`config.mk`:
```
export PLATFORM = sky130hd
export DESIGN_NAME = nsi_interrupt_unit
export DESIGN_NICKNAME = d
export VERILOG_FILES = /design/src/rtl/nsi_pkg.sv /design/src/rtl/nsi_interrupt_unit.sv
export SDC_FILE = /design/constraint.sdc
export NUM_CORES = 1
export LEC_CHECK = 0
export BUFFER_PORTS_ARGS = -buffer_cell sky130_fd_sc_hd__clkbuf_2
export CORE_ASPECT_RATIO = 1.25
export CORE_UTILIZATION = 43
export CTS_CLUSTER_DIAMETER = 40
export DETAILED_ROUTE_END_ITERATION = 16
export HOLD_SLACK_MARGIN = 0.03
export PLACE_DENSITY_LB_ADDON = 0.2
export SLEW_MARGIN = 20
export SYNTH_ARGS = -nofsm -noshare
export SYNTH_HDL_FRONTEND = slang
export SYNTH_SLANG_ARGS = --single-unit
```
`constraint.sdc`:
```
create_clock -name aclk -period 1.9 [get_ports aclk]
set_input_delay 0.38 -clock aclk [delete_from_list [all_inputs] [get_ports aclk]]
set_output_delay 0.38 -clock aclk [all_outputs]
set_load 0.005 [all_outputs]
```
`src/rtl/nsi_pkg.sv`:
```
/*
 * Package of the nine source interrupt unit: register indices, field
 * positions, masks, reset values, edge codes and the carrier structs.
 * Assumes an 8-bit core with an 11-bit program counter.
 */
package nsi_pkg;

    // Register indices; the bus byte address is four times the index
    localparam logic [7:0]  IDX_PIN_EDGE    = 8'hbf;
    localparam logic [7:0]  IDX_RQ_HIGH     = 8'hc6;
    localparam logic [7:0]  IDX_EN_HIGH     = 8'hc7;
    localparam logic [7:0]  IDX_RQ_LOW      = 8'hc8;
    localparam logic [7:0]  IDX_EN_LOW      = 8'hc9;
    localparam logic [7:0]  IDX_STACK_LEVEL = 8'hdf;

    // Implemented bits of each register
    localparam logic [7:0]  MASK_LOW        = 8'hf7;
    localparam logic [7:0]  MASK_HIGH       = 8'h03;
    localparam logic [7:0]  MASK_EDGE       = 8'h3f;

    // Reset values
    localparam logic [7:0]  RST_EDGE        = 8'h00;
    localparam logic [7:0]  RST_FLAGS       = 8'h00;
    localparam logic [7:0]  RST_ENABLE      = 8'h00;
    localparam logic        RST_GIE         = 1'b0;
    localparam logic [2:0]  RST_STACK_LEVEL = 3'h7;

    // Field positions
    localparam int          POS_BASIC_TIMER = 4;
    localparam int          POS_TIMER0      = 5;
    localparam int          POS_TIMER1      = 6;
    localparam int          POS_CONVERSION  = 7;
    localparam int          POS_TIMER2      = 0;
    localparam int          POS_TIMER3      = 1;
    localparam int          POS_GIE         = 7;
    localparam int          EDGE_FIELD_W    = 2;
    localparam int          PIN_COUNT       = 3;

    // Edge field codes
    localparam logic [1:0]  EDGE_NONE       = 2'h0;
    localparam logic [1:0]  EDGE_RISE       = 2'h1;
    localparam logic [1:0]  EDGE_FALL       = 2'h2;
    localparam logic [1:0]  EDGE_BOTH       = 2'h3;

    // Interrupt vector and bus answers
    localparam logic [10:0] IRQ_VECTOR      = 11'h008;
    localparam logic [1:0]  RESP_OKAY       = 2'h0;
    localparam logic [1:0]  RESP_SLVERR     = 2'h2;

    // Register selected by an address
    typedef enum logic [2:0] {
        NSI_SEL_NONE  = 3'h0,
        NSI_SEL_EDGE  = 3'h1,
        NSI_SEL_RQH   = 3'h2,
        NSI_SEL_ENH   = 3'h3,
        NSI_SEL_RQL   = 3'h4,
        NSI_SEL_ENL   = 3'h5,
        NSI_SEL_STACK = 3'h6
    } nsi_sel_t;

    // Service state, Gray coded
    typedef enum logic [1:0] {
        NSI_ST_IDLE    = 2'b00,
        NSI_ST_SERVICE = 2'b01
    } nsi_state_t;

    // One-cycle overflow and conversion-end events
    typedef struct packed {
        logic conversion_done;
        logic timer3_overflow;
        logic timer2_overflow;
        logic timer1_overflow;
        logic timer0_overflow;
        logic basic_timer_overflow;
    } nsi_evt_t;

    // Core context saved on entry and restored on return
    typedef struct packed {
        logic [7:0] working_register;
        logic [7:0] program_status_flags;
    } nsi_ctx_t;

endpackage : nsi_pkg

```
`src/rtl/nsi_interrupt_unit.sv`:
```
/*
 * Nine source interrupt unit with an AXI4-Lite register slave.
 * Assumes timer and conversion events come from logic on aclk, the three
 * external interrupt pins are asynchronous, and the core pulses
 * instr_boundary between instructions and return_from_interrupt on return.
 */
`timescale 1ns/1ps

// Overview of operation
// - Accepting an interrupt clears the global enable bit.
// - Return from interrupt sets the global enable bit back to one.
// - Accepting pushes one stack level and loads program counter with 8.
// - Working and flag registers saved on entry, restored on return.
// - Low enable register: pins 0-2 in bits 0-2, timers and ADC in 4-7.
// - High enable register: timer 2 in bit 0, timer 3 in bit 1.
// - An enable bit of one enables that source, zero disables it.
// - A source event sets its request flag, which stays set.
// - Low request register uses the low enable register bit layout.
// - High request register: timer 2 in bit 0, timer 3 in bit 1.
// - Global enable is stack register bit 7, resets to 0, gates service.
// - A selected pin edge sets its flag only while the pin is enabled.
// - Edge select: pin 0 bits 1:0, pin 1 bits 3:2, pin 2 bits 5:4.
// - Edge codes: 01 rising, 10 falling, 11 both, 00 reserved.
// - A matching pin edge during sleep is latched and serviced first.
// - An external pin event wakes the chip from power-down.
// - Internal events set their flags whatever the enable bits are.
module nsi_interrupt_unit (
    input  wire logic                aclk,
    input  wire logic                aresetn,
    input  wire logic [11:0]         awaddr,
    input  wire logic                awvalid,
    output logic                     awready,
    input  wire logic [31:0]         wdata,
    input  wire logic [3:0]          wstrb,
    input  wire logic                wvalid,
    output logic                     wready,
    output logic [1:0]               bresp,
    output logic                     bvalid,
    input  wire logic                bready,
    input  wire logic [11:0]         araddr,
    input  wire logic                arvalid,
    output logic                     arready,
    output logic [31:0]              rdata,
    output logic [1:0]               rresp,
    output logic                     rvalid,
    input  wire logic                rready,
    input  wire nsi_pkg::nsi_evt_t   source_events,
    input  wire logic [2:0]          external_pin,
    input  wire logic                sleep_mode,
    input  wire logic                instr_boundary,
    input  wire logic                return_from_interrupt,
    input  wire nsi_pkg::nsi_ctx_t   core_ctx,
    output logic                     vector_load_q,
    output logic [10:0]              pc_vector_q,
    output logic                     restore_q,
    output nsi_pkg::nsi_ctx_t        restored_ctx_q,
    output logic                     wake_request_q,
    output logic                     in_service_q
);

    // Bus side state
    logic [11:0]          awaddr_q;
    logic [7:0]           wdata_q;
    logic                 wstrb0_q;
    // Register contents
    logic [7:0]           edge_sel_q;
    logic [7:0]           flags_low_q;
    logic [7:0]           flags_high_q;
    logic [7:0]           enable_low_q;
    logic [7:0]           enable_high_q;
    logic                 gie_q;
    logic [2:0]           stack_level_q;
    // Pin sampling and wake-up latch
    logic [2:0]           pin_s1_q;
    logic [2:0]           pin_s2_q;
    logic [2:0]           pin_s3_q;
    logic [2:0]           wake_latch_q;
    logic                 sleep_prev_q;
    nsi_pkg::nsi_state_t  state_q;
    nsi_pkg::nsi_ctx_t    saved_ctx_q;
    // Combinational terms
    logic [2:0]           pin_match;
    logic [2:0]           pin_set;
    logic [7:0]           set_low;
    logic [7:0]           set_high;
    logic                 wr_fire;
    logic                 b_done;
    nsi_pkg::nsi_sel_t    wr_sel;
    logic                 wr_en;
    logic                 sleep_exit;
    logic                 pending;
    logic                 accept;
    logic                 leave;

    // Address to register; used by both the write and the read path
    function automatic nsi_pkg::nsi_sel_t decode(input logic [11:0] addr);
        nsi_pkg::nsi_sel_t sel;
        sel = nsi_pkg::NSI_SEL_NONE;
        if (addr[1:0] != 2'h0)
            sel = nsi_pkg::NSI_SEL_NONE;
        else if (addr[11:2] == {2'h0, nsi_pkg::IDX_PIN_EDGE})
            sel = nsi_pkg::NSI_SEL_EDGE;
        else if (addr[11:2] == {2'h0, nsi_pkg::IDX_RQ_HIGH})
            sel = nsi_pkg::NSI_SEL_RQH;
        else if (addr[11:2] == {2'h0, nsi_pkg::IDX_EN_HIGH})
            sel = nsi_pkg::NSI_SEL_ENH;
        else if (addr[11:2] == {2'h0, nsi_pkg::IDX_RQ_LOW})
            sel = nsi_pkg::NSI_SEL_RQL;
        else if (addr[11:2] == {2'h0, nsi_pkg::IDX_EN_LOW})
            sel = nsi_pkg::NSI_SEL_ENL;
        else if (addr[11:2] == {2'h0, nsi_pkg::IDX_STACK_LEVEL})
            sel = nsi_pkg::NSI_SEL_STACK;
        return sel;
    endfunction : decode

    // Edge code against the seen edges; the reserved code matches nothing
    function automatic logic edge_match(input logic [1:0] code,
                                        input logic       rise,
                                        input logic       fall);
        case (code)
            nsi_pkg::EDGE_RISE: return rise;
            nsi_pkg::EDGE_FALL: return fall;
            nsi_pkg::EDGE_BOTH: return rise | fall;
            default:            return 1'b0;
        endcase
    endfunction : edge_match

    // Write path terms; a channel counts as held while its ready is low
    assign wr_fire = ~awready & ~wready & ~bvalid;
    assign b_done  = bvalid & bready;
    assign wr_sel  = decode(awaddr_q);
    assign wr_en   = wr_fire & wstrb0_q & (wr_sel != nsi_pkg::NSI_SEL_NONE);

    // Write address and data capture in either order; lane 0 only
    always_ff @(posedge aclk)
    begin
        if (!aresetn)
        begin
            awready  <= 1'b1;
            wready   <= 1'b1;
            awaddr_q <= 12'h000;
            wdata_q  <= 8'h00;
            wstrb0_q <= 1'b0;
        end
        else
        begin
            if (awvalid && awready)
            begin
                awready  <= 1'b0;
                awaddr_q <= awaddr;
            end
            if (wvalid && wready)
            begin
                wready   <= 1'b0;
                wdata_q  <= wdata[7:0];
                wstrb0_q <= wstrb[0];
            end
            if (b_done)
            begin
                awready <= 1'b1;
                wready  <= 1'b1;
            end
        end
    end

    // Write response; unmapped addresses answer with a slave error
    always_ff @(posedge aclk)
    begin
        if (!aresetn)
        begin
            bvalid <= 1'b0;
            bresp  <= nsi_pkg::RESP_OKAY;
        end
        else if (wr_fire)
        begin
            bvalid <= 1'b1;
            bresp  <= (wr_sel == nsi_pkg::NSI_SEL_NONE) ? nsi_pkg::RESP_SLVERR
                                                        : nsi_pkg::RESP_OKAY;
        end
        else if (b_done)
            bvalid <= 1'b0;
    end

    // Read channel; data one cycle after the address is taken
    always_ff @(posedge aclk)
    begin
        if (!aresetn)
        begin
            arready <= 1'b1;
            rvalid  <= 1'b0;
            rdata   <= 32'h0000_0000;
            rresp   <= nsi_pkg::RESP_OKAY;
        end
        else if (arvalid && arready)
        begin
            arready <= 1'b0;
            rvalid  <= 1'b1;
            rresp   <= nsi_pkg::RESP_OKAY;
            rdata   <= 32'h0000_0000;
            case (decode(araddr))
                nsi_pkg::NSI_SEL_EDGE:  rdata[7:0] <= edge_sel_q;
                nsi_pkg::NSI_SEL_RQH:   rdata[7:0] <= flags_high_q;
                nsi_pkg::NSI_SEL_ENH:   rdata[7:0] <= enable_high_q;
                nsi_pkg::NSI_SEL_RQL:   rdata[7:0] <= flags_low_q;
                nsi_pkg::NSI_SEL_ENL:   rdata[7:0] <= enable_low_q;
                nsi_pkg::NSI_SEL_STACK: rdata[7:0] <= {gie_q, 4'h0, stack_level_q};
                default:                rresp      <= nsi_pkg::RESP_SLVERR;
            endcase
        end
        else if (rvalid && rready)
        begin
            arready <= 1'b1;
            rvalid  <= 1'b0;
        end
    end

    // Two-flop pin synchroniser plus a history stage for edges
    always_ff @(posedge aclk)
    begin
        if (!aresetn)
        begin
            pin_s1_q <= 3'h0;
            pin_s2_q <= 3'h0;
            pin_s3_q <= 3'h0;
        end
        else
        begin
            pin_s1_q <= external_pin;
            pin_s2_q <= pin_s1_q;
            pin_s3_q <= pin_s2_q;
        end
    end

    // Per-pin edge detection against its edge field
    assign sleep_exit = sleep_prev_q & ~sleep_mode;
    for (genvar i = 0; i < nsi_pkg::PIN_COUNT; i++)
    begin : g_pin
        assign pin_match[i] = edge_match(edge_sel_q[2*i +: nsi_pkg::EDGE_FIELD_W],
                                         pin_s2_q[i] & ~pin_s3_q[i],
                                         ~pin_s2_q[i] & pin_s3_q[i]);
        // Awake: enabled edge sets flag; on wake-up the latched edge does
        assign pin_set[i] = (pin_match[i] & enable_low_q[i] & ~sleep_mode)
                          | (sleep_exit & wake_latch_q[i] & enable_low_q[i]);
    end

    // Edge latch across sleep and wake-up request
    always_ff @(posedge aclk)
    begin
        if (!aresetn)
        begin
            wake_latch_q   <= 3'h0;
            sleep_prev_q   <= 1'b0;
            wake_request_q <= 1'b0;
        end
        else
        begin
            sleep_prev_q   <= sleep_mode;
            wake_request_q <= sleep_mode & (|pin_match);
            if (sleep_exit)
                wake_latch_q <= 3'h0;
            else if (sleep_mode)
                wake_latch_q <= wake_latch_q | pin_match;
        end
    end

    // Hardware set terms in register bit order
    always_comb
    begin
        set_low = 8'h00;
        set_low[2:0]                        = pin_set;
        set_low[nsi_pkg::POS_BASIC_TIMER]   = source_events.basic_timer_overflow;
        set_low[nsi_pkg::POS_TIMER0]        = source_events.timer0_overflow;
        set_low[nsi_pkg::POS_TIMER1]        = source_events.timer1_overflow;
        set_low[nsi_pkg::POS_CONVERSION]    = source_events.conversion_done;
        set_high = 8'h00;
        set_high[nsi_pkg::POS_TIMER2]       = source_events.timer2_overflow;
        set_high[nsi_pkg::POS_TIMER3]       = source_events.timer3_overflow;
    end

    // Request flags; a set in the cycle of a software clear wins
    always_ff @(posedge aclk)
    begin
        if (!aresetn)
        begin
            flags_low_q  <= nsi_pkg::RST_FLAGS;
            flags_high_q <= nsi_pkg::RST_FLAGS;
        end
        else
        begin
            flags_low_q <= (((wr_en && wr_sel == nsi_pkg::NSI_SEL_RQL) ? wdata_q : flags_low_q)
                           | set_low) & nsi_pkg::MASK_LOW;
            flags_high_q <= (((wr_en && wr_sel == nsi_pkg::NSI_SEL_RQH) ? wdata_q : flags_high_q)
                            | set_high) & nsi_pkg::MASK_HIGH;
        end
    end

    // Enable and edge select registers
    always_ff @(posedge aclk)
    begin
        if (!aresetn)
        begin
            enable_low_q  <= nsi_pkg::RST_ENABLE;
            enable_high_q <= nsi_pkg::RST_ENABLE;
            edge_sel_q    <= nsi_pkg::RST_EDGE;
        end
        else if (wr_en)
        begin
            if (wr_sel == nsi_pkg::NSI_SEL_ENL)
                enable_low_q <= wdata_q & nsi_pkg::MASK_LOW;
            if (wr_sel == nsi_pkg::NSI_SEL_ENH)
                enable_high_q <= wdata_q & nsi_pkg::MASK_HIGH;
            if (wr_sel == nsi_pkg::NSI_SEL_EDGE)
                edge_sel_q <= wdata_q & nsi_pkg::MASK_EDGE;
        end
    end

    // Service decision at instruction boundaries
    assign pending = |(flags_low_q & enable_low_q) | |(flags_high_q & enable_high_q);
    assign accept  = instr_boundary & gie_q & pending & ~sleep_mode
                   & (state_q == nsi_pkg::NSI_ST_IDLE);
    assign leave   = return_from_interrupt & (state_q == nsi_pkg::NSI_ST_SERVICE);

    // Global enable and stack level; hardware beats a software write
    always_ff @(posedge aclk)
    begin
        if (!aresetn)
        begin
            gie_q         <= nsi_pkg::RST_GIE;
            stack_level_q <= nsi_pkg::RST_STACK_LEVEL;
        end
        else if (accept)
        begin
            gie_q         <= 1'b0;
            stack_level_q <= stack_level_q - 3'h1;
        end
        else if (leave)
        begin
            gie_q         <= 1'b1;
            stack_level_q <= stack_level_q + 3'h1;
        end
        else if (wr_en && wr_sel == nsi_pkg::NSI_SEL_STACK)
        begin
            gie_q         <= wdata_q[nsi_pkg::POS_GIE];
            stack_level_q <= wdata_q[2:0];
        end
    end

    // Service state machine
    always_ff @(posedge aclk)
    begin
        if (!aresetn)
            state_q <= nsi_pkg::NSI_ST_IDLE;
        else
        begin
            case (state_q)
                nsi_pkg::NSI_ST_IDLE:
                    if (accept)
                        state_q <= nsi_pkg::NSI_ST_SERVICE;
                nsi_pkg::NSI_ST_SERVICE:
                    if (leave)
                        state_q <= nsi_pkg::NSI_ST_IDLE;
                default:
                    state_q <= nsi_pkg::NSI_ST_IDLE;
            endcase
        end
    end

    // Vector load, context save and restore toward the core
    always_ff @(posedge aclk)
    begin
        if (!aresetn)
        begin
            vector_load_q  <= 1'b0;
            pc_vector_q    <= 11'h000;
            restore_q      <= 1'b0;
            saved_ctx_q    <= '0;
            restored_ctx_q <= '0;
            in_service_q   <= 1'b0;
        end
        else
        begin
            vector_load_q <= accept;
            restore_q     <= leave;
            in_service_q  <= (state_q == nsi_pkg::NSI_ST_SERVICE) ? ~leave : accept;
            if (accept)
            begin
                pc_vector_q <= nsi_pkg::IRQ_VECTOR;
                saved_ctx_q <= core_ctx;
            end
            if (leave)
                restored_ctx_q <= saved_ctx_q;
        end
    end

endmodule : nsi_interrupt_unit

```
### After elaboration in Yosys (flattened, before gate mapping)

Index checks and enable logic that the tools add are counted.
Widths: inputs -> output; s select.

| operators by class | value |
|---|---|
| add/sub/neg operators | 2 |
| equality and inequality tests | 36 |
| muxes and demuxes | 39 |
| bitwise logic cells | 54 |
| reduce and logical (&&, ||, !) cells | 27 |

Operator list:

| operator | count |
|---|---|
| $eq 10x8->1 const B | 12 |
| $mux 3 | 19 |
| $pmux 8 s6 | 1 |
| $and 1x1->1 | 30 |
| $eq 3x3->1 const B | 6 |
| $reduce_or 8->1 | 2 |
| $eq 2x2->1 const B | 6 |
| $eq 3x2->1 const B | 4 |
| $not 1->1 | 12 |
| $mux 2 | 5 |
| $reduce_bool 2->1 | 5 |
| $mux 1 | 9 |
| $pmux 1 s3 | 3 |
| $and 8x8->8 | 1 |
| $eq 2x1->1 const B | 4 |
| $mux 8 | 1 |
| $or 8x8->8 | 1 |
| $reduce_and 2->1 | 4 |
| $logic_and 1x1->1 | 7 |
| $or 1x1->1 | 7 |
| $eq 3x1->1 const B | 2 |
| $reduce_bool 3->1 | 2 |
| $reduce_or 2->1 | 3 |
| $reduce_or 6->1 | 1 |
| other kinds (10) | 11 |

| storage, ports and cells | value |
|---|---|
| bits in registers | 119 |
| bits of input ports | 95 |
| output and inout bits | 72 |

### Logic depth before layout (Yosys ltp)

Gate-level depths: netlist of the first run.

| logic depth | value |
|---|---|
| depth after elaboration | 14 |
| gate-level depth with buffers | 8 |

### Least setup slack after synthesis of the first run

No wires, ideal clock.

| timing | value |
|---|---|
| path kind | in2reg |
| start point | input port araddr[11] |
| end point | register rdata[0] |
| data arrival time | 1748 ps |
| slack | 28 ps |
| stages on the path | 7 |
| buffers on the path | 1 |
| cell sequence | nor3b_4 nand3_1 a211o_1 buf_6 mux2_4 a32oi_1 a211oi_1 |

| on the way | value |
|---|---|
| cells in the longest elaborated chain, start to end | 12 |
| elaborated cells on any way between the ends | 22 |

RTL lines:

| what | line | text |
|---|---|---|
| start: declaration | nsi_interrupt_unit.sv:40 | `input wire logic [11:0] araddr,` |
| $eq 10x8->1 | nsi_interrupt_unit.sv:111 | `else if (addr[11:2] == {2'h0, nsi_pkg::IDX_STACK_LEVEL})` |
| $mux 3 | nsi_interrupt_unit.sv:111 |  |
| $mux 3 | nsi_interrupt_unit.sv:109 | `else if (addr[11:2] == {2'h0, nsi_pkg::IDX_EN_LOW})` |
| $mux 3 | nsi_interrupt_unit.sv:107 | `else if (addr[11:2] == {2'h0, nsi_pkg::IDX_RQ_LOW})` |
| $mux 3 | nsi_interrupt_unit.sv:105 | `else if (addr[11:2] == {2'h0, nsi_pkg::IDX_EN_HIGH})` |
| $mux 3 | nsi_interrupt_unit.sv:103 | `else if (addr[11:2] == {2'h0, nsi_pkg::IDX_RQ_HIGH})` |
| $mux 3 * | nsi_interrupt_unit.sv:101 | `else if (addr[11:2] == {2'h0, nsi_pkg::IDX_PIN_EDGE})` |
| $mux 3 * | nsi_interrupt_unit.sv:99 | `if (addr[1:0] != 2'h0)` |
| $mux 3 * | nsi_interrupt_unit.sv:194 | `else if (arvalid && arready)` |
| $mux 3 * | nsi_interrupt_unit.sv:187 | `if (!aresetn)` |
| $eq 3x3->1, or another cell as far along | nsi_interrupt_unit.sv:200 | `case (decode(araddr))` |
| $pmux 8 s6 * | nsi_interrupt_unit.sv:200 |  |
| end signal: assignment | nsi_interrupt_unit.sv:201 | `nsi_pkg::NSI_SEL_EDGE: rdata[7:0] <= edge_sel_q;` |
| end signal: assignment | nsi_interrupt_unit.sv:202 | `nsi_pkg::NSI_SEL_RQH: rdata[7:0] <= flags_high_q;` |
| end signal: assignment | nsi_interrupt_unit.sv:203 | `nsi_pkg::NSI_SEL_ENH: rdata[7:0] <= enable_high_q;` |
| end: declaration | nsi_interrupt_unit.sv:43 | `output logic [31:0] rdata,` |

Every way passes the cells marked *; elsewhere a longest branch is shown, timed or not. The select of a mux whose other input is x is not followed.
A chain may end at the register's enable or synchronous reset.

### Final worst setup path of the first run

| timing | value |
|---|---|
| start point | register flags_low_q[0] |
| end point | register stack_level_q[0] |

| on the way | value |
|---|---|
| cells in the longest elaborated chain, start to end | 7 |
| elaborated cells on any way between the ends | 8 |

RTL lines:

| what | line | text |
|---|---|---|
| start: declaration | nsi_interrupt_unit.sv:67 | `logic [7:0] flags_low_q;` |
| start signal: assignment | nsi_interrupt_unit.sv:285 | `flags_low_q <= nsi_pkg::RST_FLAGS;` |
| start signal: assignment | nsi_interrupt_unit.sv:290 | `flags_low_q <= (((wr_en && wr_sel == nsi_pkg::NSI_SEL_RQL) ? wdata_q : flags_low_q)` |
| $and 8x8->8 * | nsi_interrupt_unit.sv:318 | `assign pending = \|(flags_low_q & enable_low_q) \| \|(flags_high_q & enable_high_q);` |
| $reduce_or 8->1 * | nsi_interrupt_unit.sv:318 |  |
| $or 1x1->1 * | nsi_interrupt_unit.sv:318 |  |
| $and 1x1->1 * (2 in series) | nsi_interrupt_unit.sv:319 | `assign accept = instr_boundary & gie_q & pending & ~sleep_mode` |
| $and 1x1->1 * | nsi_interrupt_unit.sv:320 | `& (state_q == nsi_pkg::NSI_ST_IDLE);` |
| $reduce_bool 3->1 (no source line) or $mux 3 (tied branches) | n/a |  |
| end signal: assignment | nsi_interrupt_unit.sv:329 | `stack_level_q <= nsi_pkg::RST_STACK_LEVEL;` |
| end signal: assignment | nsi_interrupt_unit.sv:334 | `stack_level_q <= stack_level_q - 3'h1;` |
| end signal: assignment | nsi_interrupt_unit.sv:339 | `stack_level_q <= stack_level_q + 3'h1;` |
| end: declaration | nsi_interrupt_unit.sv:72 | `logic [2:0] stack_level_q;` |

Every way passes the cells marked *; elsewhere a longest branch is shown, timed or not.

==> results of run 1 <==
layer usage:
layer	vias up	share of wire [%]	global-route usage, %
li1	2327	-	-
met1	2206	43	25.20
met2	156	50	35.94
met3	21	5.3	5.254
met4	0	2.2	10.06
met5	-	0	0
critical path, delay by kind of cell (launching register included):
family | cells | cell delay [ns]
AO/OA/AOI/OAI | 4 | 0.86
buffers and inverters | 2 | 0.29
flip-flops | 1 | 0.35
AND/OR/NAND/NOR | 2 | 0.27
state kept, by name, summed over array words and instances (netlist names), 2 cells and up:
name / cells
restored_ctx_q: 16
saved_ctx_q: 16
awaddr_q: 12
rdata: 8
wdata_q: 8
enable_low_q: 7
flags_low_q: 7
edge_sel_q: 6
pin_s1_q: 3
pin_s2_q: 3
pin_s3_q: 3
stack_level_q: 3
wake_latch_q: 3
enable_high_q: 2
flags_high_q: 2
cell type report:
cell class | instances | area (um^2) | share of cell area (%)
clock inverters | 14 | 166.4 | 2.400
inverters | 18 | 67.56 | 0.9744
well taps | 161 | 201.4 | 2.905
flip-flops and latches | 115 | 2308 | 33.29
repair buffers | 158 | 1037 | 14.96
multi-input cells | 445 | 2714 | 39.14
clock buffers | 18 | 439.2 | 6.333
cells in the final DEF, fill, tap and decap left out, types with 3 or more instances in the layout:
| master | n |
|---|---|
| clkbuf_2 | 103 |
| ha_1 | 8 |
| nor3_2 | 3 |
| a21oi_2 | 3 |
| inv_6 | 6 |
| and2_1 | 18 |
| mux2_2 | 7 |
| and3_1 | 3 |
| a21oi_1 | 59 |
| nor2b_1 | 4 |
| nand2_1 | 92 |
| o31ai_1 | 3 |
| nor3_1 | 11 |
| buf_12 | 5 |
| dfxtp_1 | 112 |
| conb_1 | 36 |
| nor2_1 | 50 |
| a22oi_1 | 4 |
| o21a_1 | 3 |
| nand3_1 | 21 |
| clkinv_4 | 4 |
| nand2b_1 | 3 |
| a211oi_1 | 7 |
| inv_1 | 17 |
| mux2i_1 | 37 |
| clkbuf_16 | 19 |
| o21ai_1 | 4 |
| buf_4 | 46 |
| o21ai_0 | 16 |
through the flow:
| stage | hold slack (ns) | setup WS [ns] | setup TNS [ns] | utilization, % |
|---|---|---|---|---|
| after CTS | 0.1674 | 0.01621 | 0 | 57.38 |
| final | 0.1783 | 0.006994 | 0 | 59.13 |
| after floorplan | 0.4119 | 0.02847 | 0 | - |
| after detailed placement | 0.4232 | -0.2289 | -2.743 | 51.93 |
| after global placement | 0.4237 | -0.2021 | -2.039 | 51.93 |
| after global routing | 0.1743 | -0.06977 | -1.113 | 59.13 |
worst min-delay path by stage:
stage,to,slack (ns),cells past startpoint
global placement,pin_s2_q[0]$_SDFF_PN0_,0.42,1
finish,pin_s1_q[1]$_SDFF_PN0_,0.18,2
global route,pin_s1_q[0]$_SDFF_PN0_,0.17,2
floorplan,pin_s2_q[0]$_SDFF_PN0_,0.41,1
CTS,pin_s1_q[1]$_SDFF_PN0_,0.17,2
detailed placement,pin_s2_q[0]$_SDFF_PN0_,0.42,1
kinds of logic after synthesis:
family | Yosys count | share of synthesized area [%]
buffers and inverters | 79 | 8.616
muxes | 46 | 9.045
DFF | 115 | 43.91
other | 1 | 0.07153
and+or+nand+nor | 228 | 20.95
AOI/OAI and AO/OA | 127 | 15.49
adders and majority gates | 8 | 1.909
power breakdown:
part           switching [mW]  total, mW  internal [mW]  leakage [nW]
Clock                    1.21       3.22           2.00         0.295
Sequential             0.0492       2.52           2.47         0.936
Combinational           0.219      0.397          0.177          1.96
repair_timing:
item	4_1_cts	5_1_grt
setup endpoints to repair	18	41
pin swaps	1	16
buffers inserted	1	7
endpoints found under the hold margin	0	0
resized for setup	3	27
gates cloned	0	2
==> results by group, run 1 <==
Outcome
  – Outcome: complete, no violations

Layout
  – Final Non-Filler Cells: 929
  – N_diodes: 0
  – Layout cells sized above 1: 30.73%
  – Syn-to-layout area delta: 32.27%
  – Fillers: 1028
  – Nets@finish: 858
  – Fin area: 6934 um^2

Placed design
  – Dpl cells: 888
  – Placed inst area: 6090 um^2
  – Hpwl dp: 9629 um
  – Routability cong.: 0.9145
  – Port bufs: 103

Critical path
  – R2R Setup Slk: 0.007 ns
  – Crit-path max FO: 6
  – Critical path launch point: flags_low_q[0]$_SDFF_PN0_
  – Critical path endpoint category: flip-flop
  – Last element of the critical path: stack_level_q[0]$_SDFFE_PN1P_
  – Worst setup SP type: flip-flop
  – Crit-path cells: a222oi_1 -> nand3_1 -> o2111ai_4 -> buf_12 -> buf_8 -> nand3_4 -> o21bai_1 -> o21ai_1
  – Worst Path Required: 2.20 ns
  – Worst R2R Start: flags_low_q[0]$_SDFF_PN0_
  – Setup Crit Path Kind: flip-flop to flip-flop
  – CP max stage delay: 0.39 ns
  – Worst reg2reg path depth: 8
  – CP arrival: 2.19 ns
  – Crit-path slowest cell: a222oi_1
  – Crit Reg-Reg Endpoint: stack_level_q[0]$_SDFFE_PN1P_

Clock tree
  – Worst-path clk slew: 0.05 ns
  – Worst skew pair latency: 0.42 ns
  – CTS root buffer: clkbuf_16
  – CTS sink count: 115
  – H-tree level count: 4
  – Cts hold-fix bufs: 0
  – CTS Buffer Depth: 2
  – TritonCTS Buffers: 17
  – CTS tree: yes

Power and ir drop
  – Power density cells: 884.2 nW/um^2
  – VDD IR max: 0.0005709 V
  – Static leakage: 3.188 nW
  – Overall Power: 6.131 mW

Global routing
  – Initial antenna violation count: 0
  – Global-route wire length before repair: 20900 um
  – Gr usage total: 21.34%
  – Vias in the first global route: 4335
  – Largest net degree at the start of global routing: 35
  – GR Overflow Total: 0

Flow run
  – Max Cap Viol: 0

Logic synthesis
  – Post-synthesis sequential area ratio: 43.91%
  – Leading area contributor after synthesis: dfxtp_1
  – Cells after Synth: 604
  – Count of flip-flops with a built-in enable after synthesis: 0
  – Async S/R FF share, synth: 0%
  – Area contributors post-synth: dfxtp_1, mux2i_1, nand2_1, a21oi_1, buf_4
  – Register bit total from synthesis: 115
  – Warnings from Yosys: 0
  – Top-count cell post-synth: dfxtp_1
  – Synth top area share: 43.91%
  – Cell area after synthesis: 5243 um^2
  – Syn Area/Cell: 8.680 um^2
  – Top cells by count, synth: dfxtp_1, nand2_1, a21oi_1, nor2_1, mux2i_1
  – Netlist cell types: 66
  – Post-synth top flop: dfxtp_1

Die
  – Die width: 100.8 um
  – Die Y: 125.5 um
  – Cell Rows: 44
  – Initial Utilization: 44.71%
  – Top Ports: 167
  – CORE AREA: 11730 um^2
  – Die area: 12640 um^2

STA
  – Fin. Hold Viols: 0
  – Worst clock skew: 0.01188 ns
  – Final min period: 1.893 ns
  – Worst-Margin Slew: 0.6296 ns
  – RSZ-0062 raised after global routing: true
  – Relative slew margins: 57.58%
  – Final Setup Violations: 0
  – Highest Clock Rate: 0.5283 GHz
  – Max Slew Vio Count: 0
  – Fin crit share: 99.63%

Route
  – Number of remaining DRC errors: 0
  – Vias post-DR: 4710
  – Drt initial violations: 165
  – Drt first pass iters: 4
  – WL/cell: 14.56 um
  – Vias/cell: 5.070
  – Routed WL: 13530 um
  – Antenna-violating nets left: 0

Worst hold path
  – Hold Crit Start: external_pin[1]
  – HP Class: primary input to flip-flop
Note: power is estimated with default switching activity, not from simulation.
==> inputs of run 2 (changes only) <==
--- a/config.mk
+++ b/config.mk
@@ -6,8 +6,10 @@
 export NUM_CORES = 1
 export LEC_CHECK = 0
 export BUFFER_PORTS_ARGS = -buffer_cell sky130_fd_sc_hd__clkbuf_2
+export CELL_PAD_IN_SITES_DETAIL_PLACEMENT = 2
+export CELL_PAD_IN_SITES_GLOBAL_PLACEMENT = 2
 export CORE_ASPECT_RATIO = 1.25
-export CORE_UTILIZATION = 43
+export CORE_UTILIZATION = 26
 export CTS_CLUSTER_DIAMETER = 40
 export DETAILED_ROUTE_END_ITERATION = 16
 export HOLD_SLACK_MARGIN = 0.03
==> results by group, run 2 (synthesis results as in run 1) <==
Die
  – Die width: 129.0 um (+28%)
  – CORE AREA: 19610 um^2 (+67%)
  – Die area: 20740 um^2 (+64%)
  – Cell Rows: 57 (+30%)
  – Die Y: 160.8 um (+28%)
  – Initial Utilization: 26.73% (-18 points)
  – Top Ports: 167 (unchanged)

STA
  – Max Slew Vio Count: 0 (unchanged)
  – Relative slew margins: 51.98% (-5.6 points)
  – Final min period: 2.023 ns (+0.1297 ns)
  – Fin. Hold Viols: 0 (unchanged)
  – RSZ-0062 raised after global routing: true
  – Worst hold slack: 0.1707 ns (-0.007582 ns)
  – Final Setup Violations: 30 (+30)
  – Worst-Margin Slew: 0.7128 ns (+0.08313 ns)
  – Highest Clock Rate: 0.4944 GHz (-6.4%)
  – Setup ws final: -0.1227 ns (-0.1297 ns)
  – Worst clock skew: 0.01348 ns (+0.001594 ns)
  – Fin crit share: 106.5% (+6.8 points)

Critical path
  – Worst Path Required: 2.21 ns (about the same)
  – R2R Setup Slk: -0.12 ns (-0.13 ns)
  – Worst setup SP type: flip-flop
  – CP delay by family, top: compound AO/OA/AOI/OAI gates
  – Worst Path Buf+Inv: 3 (+1)
  – Setup Crit Path Kind: flip-flop to flip-flop
  – Critical path endpoint category: flip-flop
  – Crit-path max FO: 6 (unchanged)
  – CP arrival: 2.33 ns (+0.14 ns)
  – Crit-path cells: a222oi_1 -> nand3_1 -> o2111ai_4 -> buf_12 -> buf_12 -> buf_16 -> mux2i_1 -> nor2_1
  – Crit-path slowest cell: a222oi_1
  – Crit-path most repeated cell: buf_12
  – CP max stage delay: 0.49 ns (+0.10 ns)

Placed design
  – Port bufs: 103 (unchanged)
  – Hpwl dp: 13010 um (+35%)
  – Pre-CTS setup slack: -0.3106 ns (-0.08171 ns)
  – Routability cong.: 0.8377 (-8.4%)

Clock tree
  – H-tree level count: 4 (unchanged)
  – Worst skew pair latency: 0.42 ns (about the same)
  – Worst-path clk slew: 0.06 ns (about the same)
  – CTS tree: yes
  – CTS root buffer: clkbuf_16
  – TritonCTS Buffers: 17 (unchanged)
  – CTS sink count: 115 (unchanged)
  – CTS Buffer Depth: 2 (unchanged)
  – Cts hold-fix bufs: 0 (unchanged)

Global routing
  – Initial antenna violation count: 0 (unchanged)
  – Largest net degree at the start of global routing: 30 (-14%)
  – Global-route wire length before repair: 28820 um (+38%)
  – GR Overflow Total: 0 (unchanged)
  – Vias in the first global route: 5474 (+26%)
  – Gr usage total: 18.37% (-3.0 points)

Route
  – Drt initial violations: 118 (-28%)
  – Number of remaining DRC errors: 0 (unchanged)
  – Vias post-DR: 4893 (+3.9%)
  – Vias/cell: 4.669 (-7.9%)
  – Drt first pass iters: 4 (unchanged)
  – WL/cell: 17.44 um (+20%)
  – Antenna-violating nets left: 0 (unchanged)
  – Routed WL: 18270 um (+35%)

Outcome
  – Failing checks: negative setup slack
  – Outcome: finished, violations left

Layout
  – Commonest non-fill, non-tap cell in the layout: dfxtp_1
  – Layout cells sized above 1: 33.97% (+3.2 points)
  – Syn-to-layout area delta: 40.91%
  – Fillers: 2165 (+110%)
  – Nets@finish: 873 (+1.7%)
  – Most frequent cells in the layout: dfxtp_1, clkbuf_2, nand2_1
  – N_diodes: 0 (unchanged)
  – Fin util: 37.67% (-21 points)
  – Biggest regs: restored_ctx_q x16, saved_ctx_q x16, awaddr_q x12

Flow run
  – Max Cap Viol: 0 (unchanged)

Power and ir drop
  – VDD IR max: 0.0005962 V (+4.4%)
  – Power density cells: 891.2 nW/um^2 (+0.80%)
  – Overall Power: 6.584 mW (+7.4%)
  – Static leakage: 3.286 nW (+3.1%)

Worst hold path
  – HP Class: primary input to flip-flop
[run 2: metal layers]
metal	up-vias	track usage (%)	routed length, um
li1	2352	-	-
met1	2406	18.92	6847
met2	105	35.09	10390
met3	30	3.897	635
met4	0	7.807	399
met5	-	0	0
[run 2: where the power goes]
part           total [mW]  switching [mW]  leakage (nW)  internal [mW]
registers            2.53          0.0596         0.937           2.47
clock network        3.62            1.24         0.318           2.38
logic               0.430           0.246          2.03          0.184
total                6.58            1.55          3.29           5.04
[run 2: metrics by stage]
step	area (um^2)	TNS (ns)	std cells
floorplan	5374	0	639
global placement	6314	-1.808	1003
detailed placement	6314	-3.698	1003
CTS	7246	-2.175	1046
global route	7387	-4.426	1048
finish	7387	-1.412	1048
[run 2: final timing paths]
check                                     end                       from  cells after the start
setup reg to reg  saved_ctx_q[7]$_SDFFE_PN0P_  flags_low_q[0]$_SDFF_PN0_                      8
hold / removal         pin_s1_q[1]$_SDFF_PN0_            external_pin[1]                      2
setup / recovery  saved_ctx_q[7]$_SDFFE_PN0P_  flags_low_q[0]$_SDFF_PN0_                      8
hold reg to reg        pin_s2_q[2]$_SDFF_PN0_     pin_s1_q[2]$_SDFF_PN0_                      1
[run 2: what timing repair did]
item | 4_1_cts | 5_1_grt
setup endpoints to repair | 31 | 41
resized for setup | 20 | 35
cloned | 4 | 0
pin swaps | 14 | 27
setup buffers | 8 | 6
[run 2: worst register-to-register path, stage by stage (launching register included)]
cell and delay (ns):
dfxtp_2 0.32, a222oi_1 0.49, nand3_1 0.22, o2111ai_4 0.25, buf_12 0.17, buf_12 0.11
buf_16 0.12, mux2i_1 0.18, nor2_1 0.06
[run 2: final cells by class]
cell class	instances	area, um^2	share of cell area (%)
clock buffer	18	439.2	5.945
clock inverter	14	226.5	3.066
tap	265	331.6	4.488
inverter	18	67.56	0.9146
timing repair buffer	173	1196	16.19
sequential	115	2310	31.27
multi-input combinational	445	2816	38.13
==> inputs of run 3 (changes only) <==
==> constraint.sdc (replaced) <==
create_clock -name aclk -period 1.8 [get_ports aclk]
set_input_delay 0.36 -clock aclk [delete_from_list [all_inputs] [get_ports aclk]]
set_output_delay 0.36 -clock aclk [all_outputs]
set_load 0.005 [all_outputs]
==> results by group, run 3 (synthesis results as in run 1) <==
Worst hold path
  – Hold Crit Start: external_pin[1]
  – HP Class: primary input to flip-flop
  – Worst Hold Endpoint: pin_s1_q[1]$_SDFF_PN0_
  – Hold Path Depth: 2 (unchanged)

Critical path
  – Crit Reg-Reg Endpoint: stack_level_q[2]$_SDFFE_PN1P_
  – R2R Setup Slk: -0.18 ns (-0.06 ns)
  – Worst reg2reg path depth: 8 (unchanged)
  – Crit-path max FO: 4 (-2)
  – Worst setup SP type: flip-flop
  – Setup Crit Path Kind: flip-flop to flip-flop
  – CP arrival: 2.27 ns (-0.06 ns)
  – Worst R2R Start: flags_low_q[0]$_SDFF_PN0_
  – Worst Path Required: 2.09 ns (-0.12 ns)
  – Critical path endpoint category: flip-flop

STA
  – Relative slew margins: 49.16% (-2.8 points)
  – Worst hold slack: 0.1465 ns (-0.02417 ns)
  – Max Slew Vio Count: 0 (unchanged)
  – Final Setup Violations: 36 (+20%)
  – RSZ-0062 raised after global routing: true
  – Worst-Margin Slew: 0.7546 ns (+0.04186 ns)
  – Worst clock skew: 0.007972 ns (-0.005506 ns)
  – Setup ws final: -0.1824 ns (-0.05969 ns)
  – Highest Clock Rate: 0.5044 GHz (+2.0%)
  – Final min period: 1.982 ns (-0.04031 ns)
  – Fin crit share: 110.1% (+3.7 points)
  – Fin. Hold Viols: 0 (unchanged)

Global routing
  – Global-route wire length before repair: 28510 um (-1.1%)
  – Initial antenna violation count: 0 (unchanged)
  – Largest net degree at the start of global routing: 38 (+27%)
  – Gr usage total: 18.24% (-0.12 points)
  – Vias in the first global route: 5450 (-0.44%)
  – GR Overflow Total: 0 (unchanged)

Route
  – Drt first pass iters: 4 (unchanged)
  – Vias post-DR: 4919 (+0.53%)
  – Drt initial violations: 140 (+19%)
  – Vias/cell: 4.667 (about the same)
  – Antenna-violating nets left: 0 (unchanged)
  – WL/cell: 17.15 um (-1.6%)
  – Number of remaining DRC errors: 0 (unchanged)
  – Routed WL: 18080 um (-1.1%)

Layout
  – Syn-to-layout area delta: 41.46%
  – N_diodes: 0 (unchanged)
  – Commonest non-fill, non-tap cell in the layout: dfxtp_1
  – Biggest regs: restored_ctx_q x16, saved_ctx_q x16, awaddr_q x12
  – Most frequent cells in the layout: dfxtp_1, clkbuf_2, nand2_1
  – Nets@finish: 879 (+0.69%)
  – Layout cells sized above 1: 35.74% (+1.8 points)

Die
  – Initial Utilization: 26.73% (unchanged)
  – Die width: 129.0 um (unchanged)
  – Cell Rows: 57 (unchanged)
  – Die Y: 160.8 um (unchanged)
  – Die area: 20740 um^2 (unchanged)
  – CORE AREA: 19610 um^2 (unchanged)
  – Top Ports: 167 (unchanged)

Clock tree
  – CTS tree: yes
  – TritonCTS Buffers: 17 (unchanged)
  – Cts hold-fix bufs: 0 (unchanged)
  – CTS Buffer Depth: 2 (unchanged)
  – CTS root buffer: clkbuf_16
  – H-tree level count: 4 (unchanged)
  – CTS sink count: 115 (unchanged)
  – Worst skew pair latency: 0.42 ns (about the same)
  – Worst-path clk slew: 0.06 ns (about the same)

Flow run
  – Max Cap Viol: 0 (unchanged)

Placed design
  – Hpwl dp: 13030 um (+0.13%)
  – Port bufs: 103 (unchanged)
  – Routability cong.: 0.8235 (-1.7%)
  – Pre-CTS setup slack: -0.4243 ns (-0.1137 ns)

Power and ir drop
  – Overall Power: 6.533 mW (-0.76%)
  – VDD IR max: 0.0006192 V (+3.9%)
  – Power density cells: 881.0 nW/um^2 (-1.1%)
  – Static leakage: 3.290 nW (+0.12%)

Outcome
  – Failing checks: negative setup slack
  – Outcome: finished, violations left
[run 3: metal layers]
layer	wire length, um	GRT usage [%]
met5	0	0
met4	414	7.968
met3	545	3.464
met1	7104	19.15
met2	10020	34.62
[run 3: per-stage QoR]
step           instances  cell area [um^2]  setup TNS [ns]  util (%)
2_1_floorplan        639              5396        -0.03077         -
4_1_cts             1052              7300          -4.396     37.22
3_5_place_dp        1012              6416          -8.273     32.71
6_report            1054              7416          -3.867     37.81
5_1_grt             1054              7416          -7.715     37.81
3_3_place_gp        1012              6416          -3.616     32.71
[run 3: power by group]
group	leakage (nW)	internal [mW]	switching [mW]
Sequential	0.937	2.61	0.0588
Combinational	2.07	0.214	0.272
Clock	0.282	2.11	1.27
Total	3.29	4.93	1.60
[run 3: worst max path at each step]
stage,startpoint,end,slack [ns],cells after the start
2_1_floorplan,araddr[7],rdata[0]$_SDFFE_PN0P_,-0.03,7
3_5_place_dp,araddr[4],rdata[0]$_SDFFE_PN0P_,-0.42,7
3_3_place_gp,araddr[10],rdata[1]$_SDFFE_PN0P_,-0.26,7
6_report,flags_low_q[0]$_SDFF_PN0_,stack_level_q[2]$_SDFFE_PN1P_,-0.18,8
4_1_cts,enable_low_q[0]$_SDFFE_PN0P_,stack_level_q[0]$_SDFFE_PN1P_,-0.18,8
5_1_grt,flags_low_q[0]$_SDFF_PN0_,stack_level_q[2]$_SDFFE_PN1P_,-0.31,8
[run 3: critical path, stage by stage (launching register included)]
cell,delay (ns)
dfxtp_2,0.32
a222oi_1,0.46
nand3_1,0.22
o2111ai_4,0.27
buf_12,0.15
buf_6,0.10
nand3_4,0.07
a21oi_2,0.15
o21ai_1,0.09
[run 3: cell type report]
class                      instances  area, um^2
fill                            2200       12200
multi-input combinational        445        2897
timing repair buffer             179        1220
clock inverter                    12       132.6
clock buffer                      20       456.7
tap                              265       331.6
inverter                          18       67.56
sequential                       115        2311
[run 3: timing repair]
item / CTS / global route
buffers inserted: 7 / 4
pin swaps: 19 / 20
gates cloned: 2 / 0
setup endpoints to repair: 46 / 49
gates resized for setup: 40 / 32
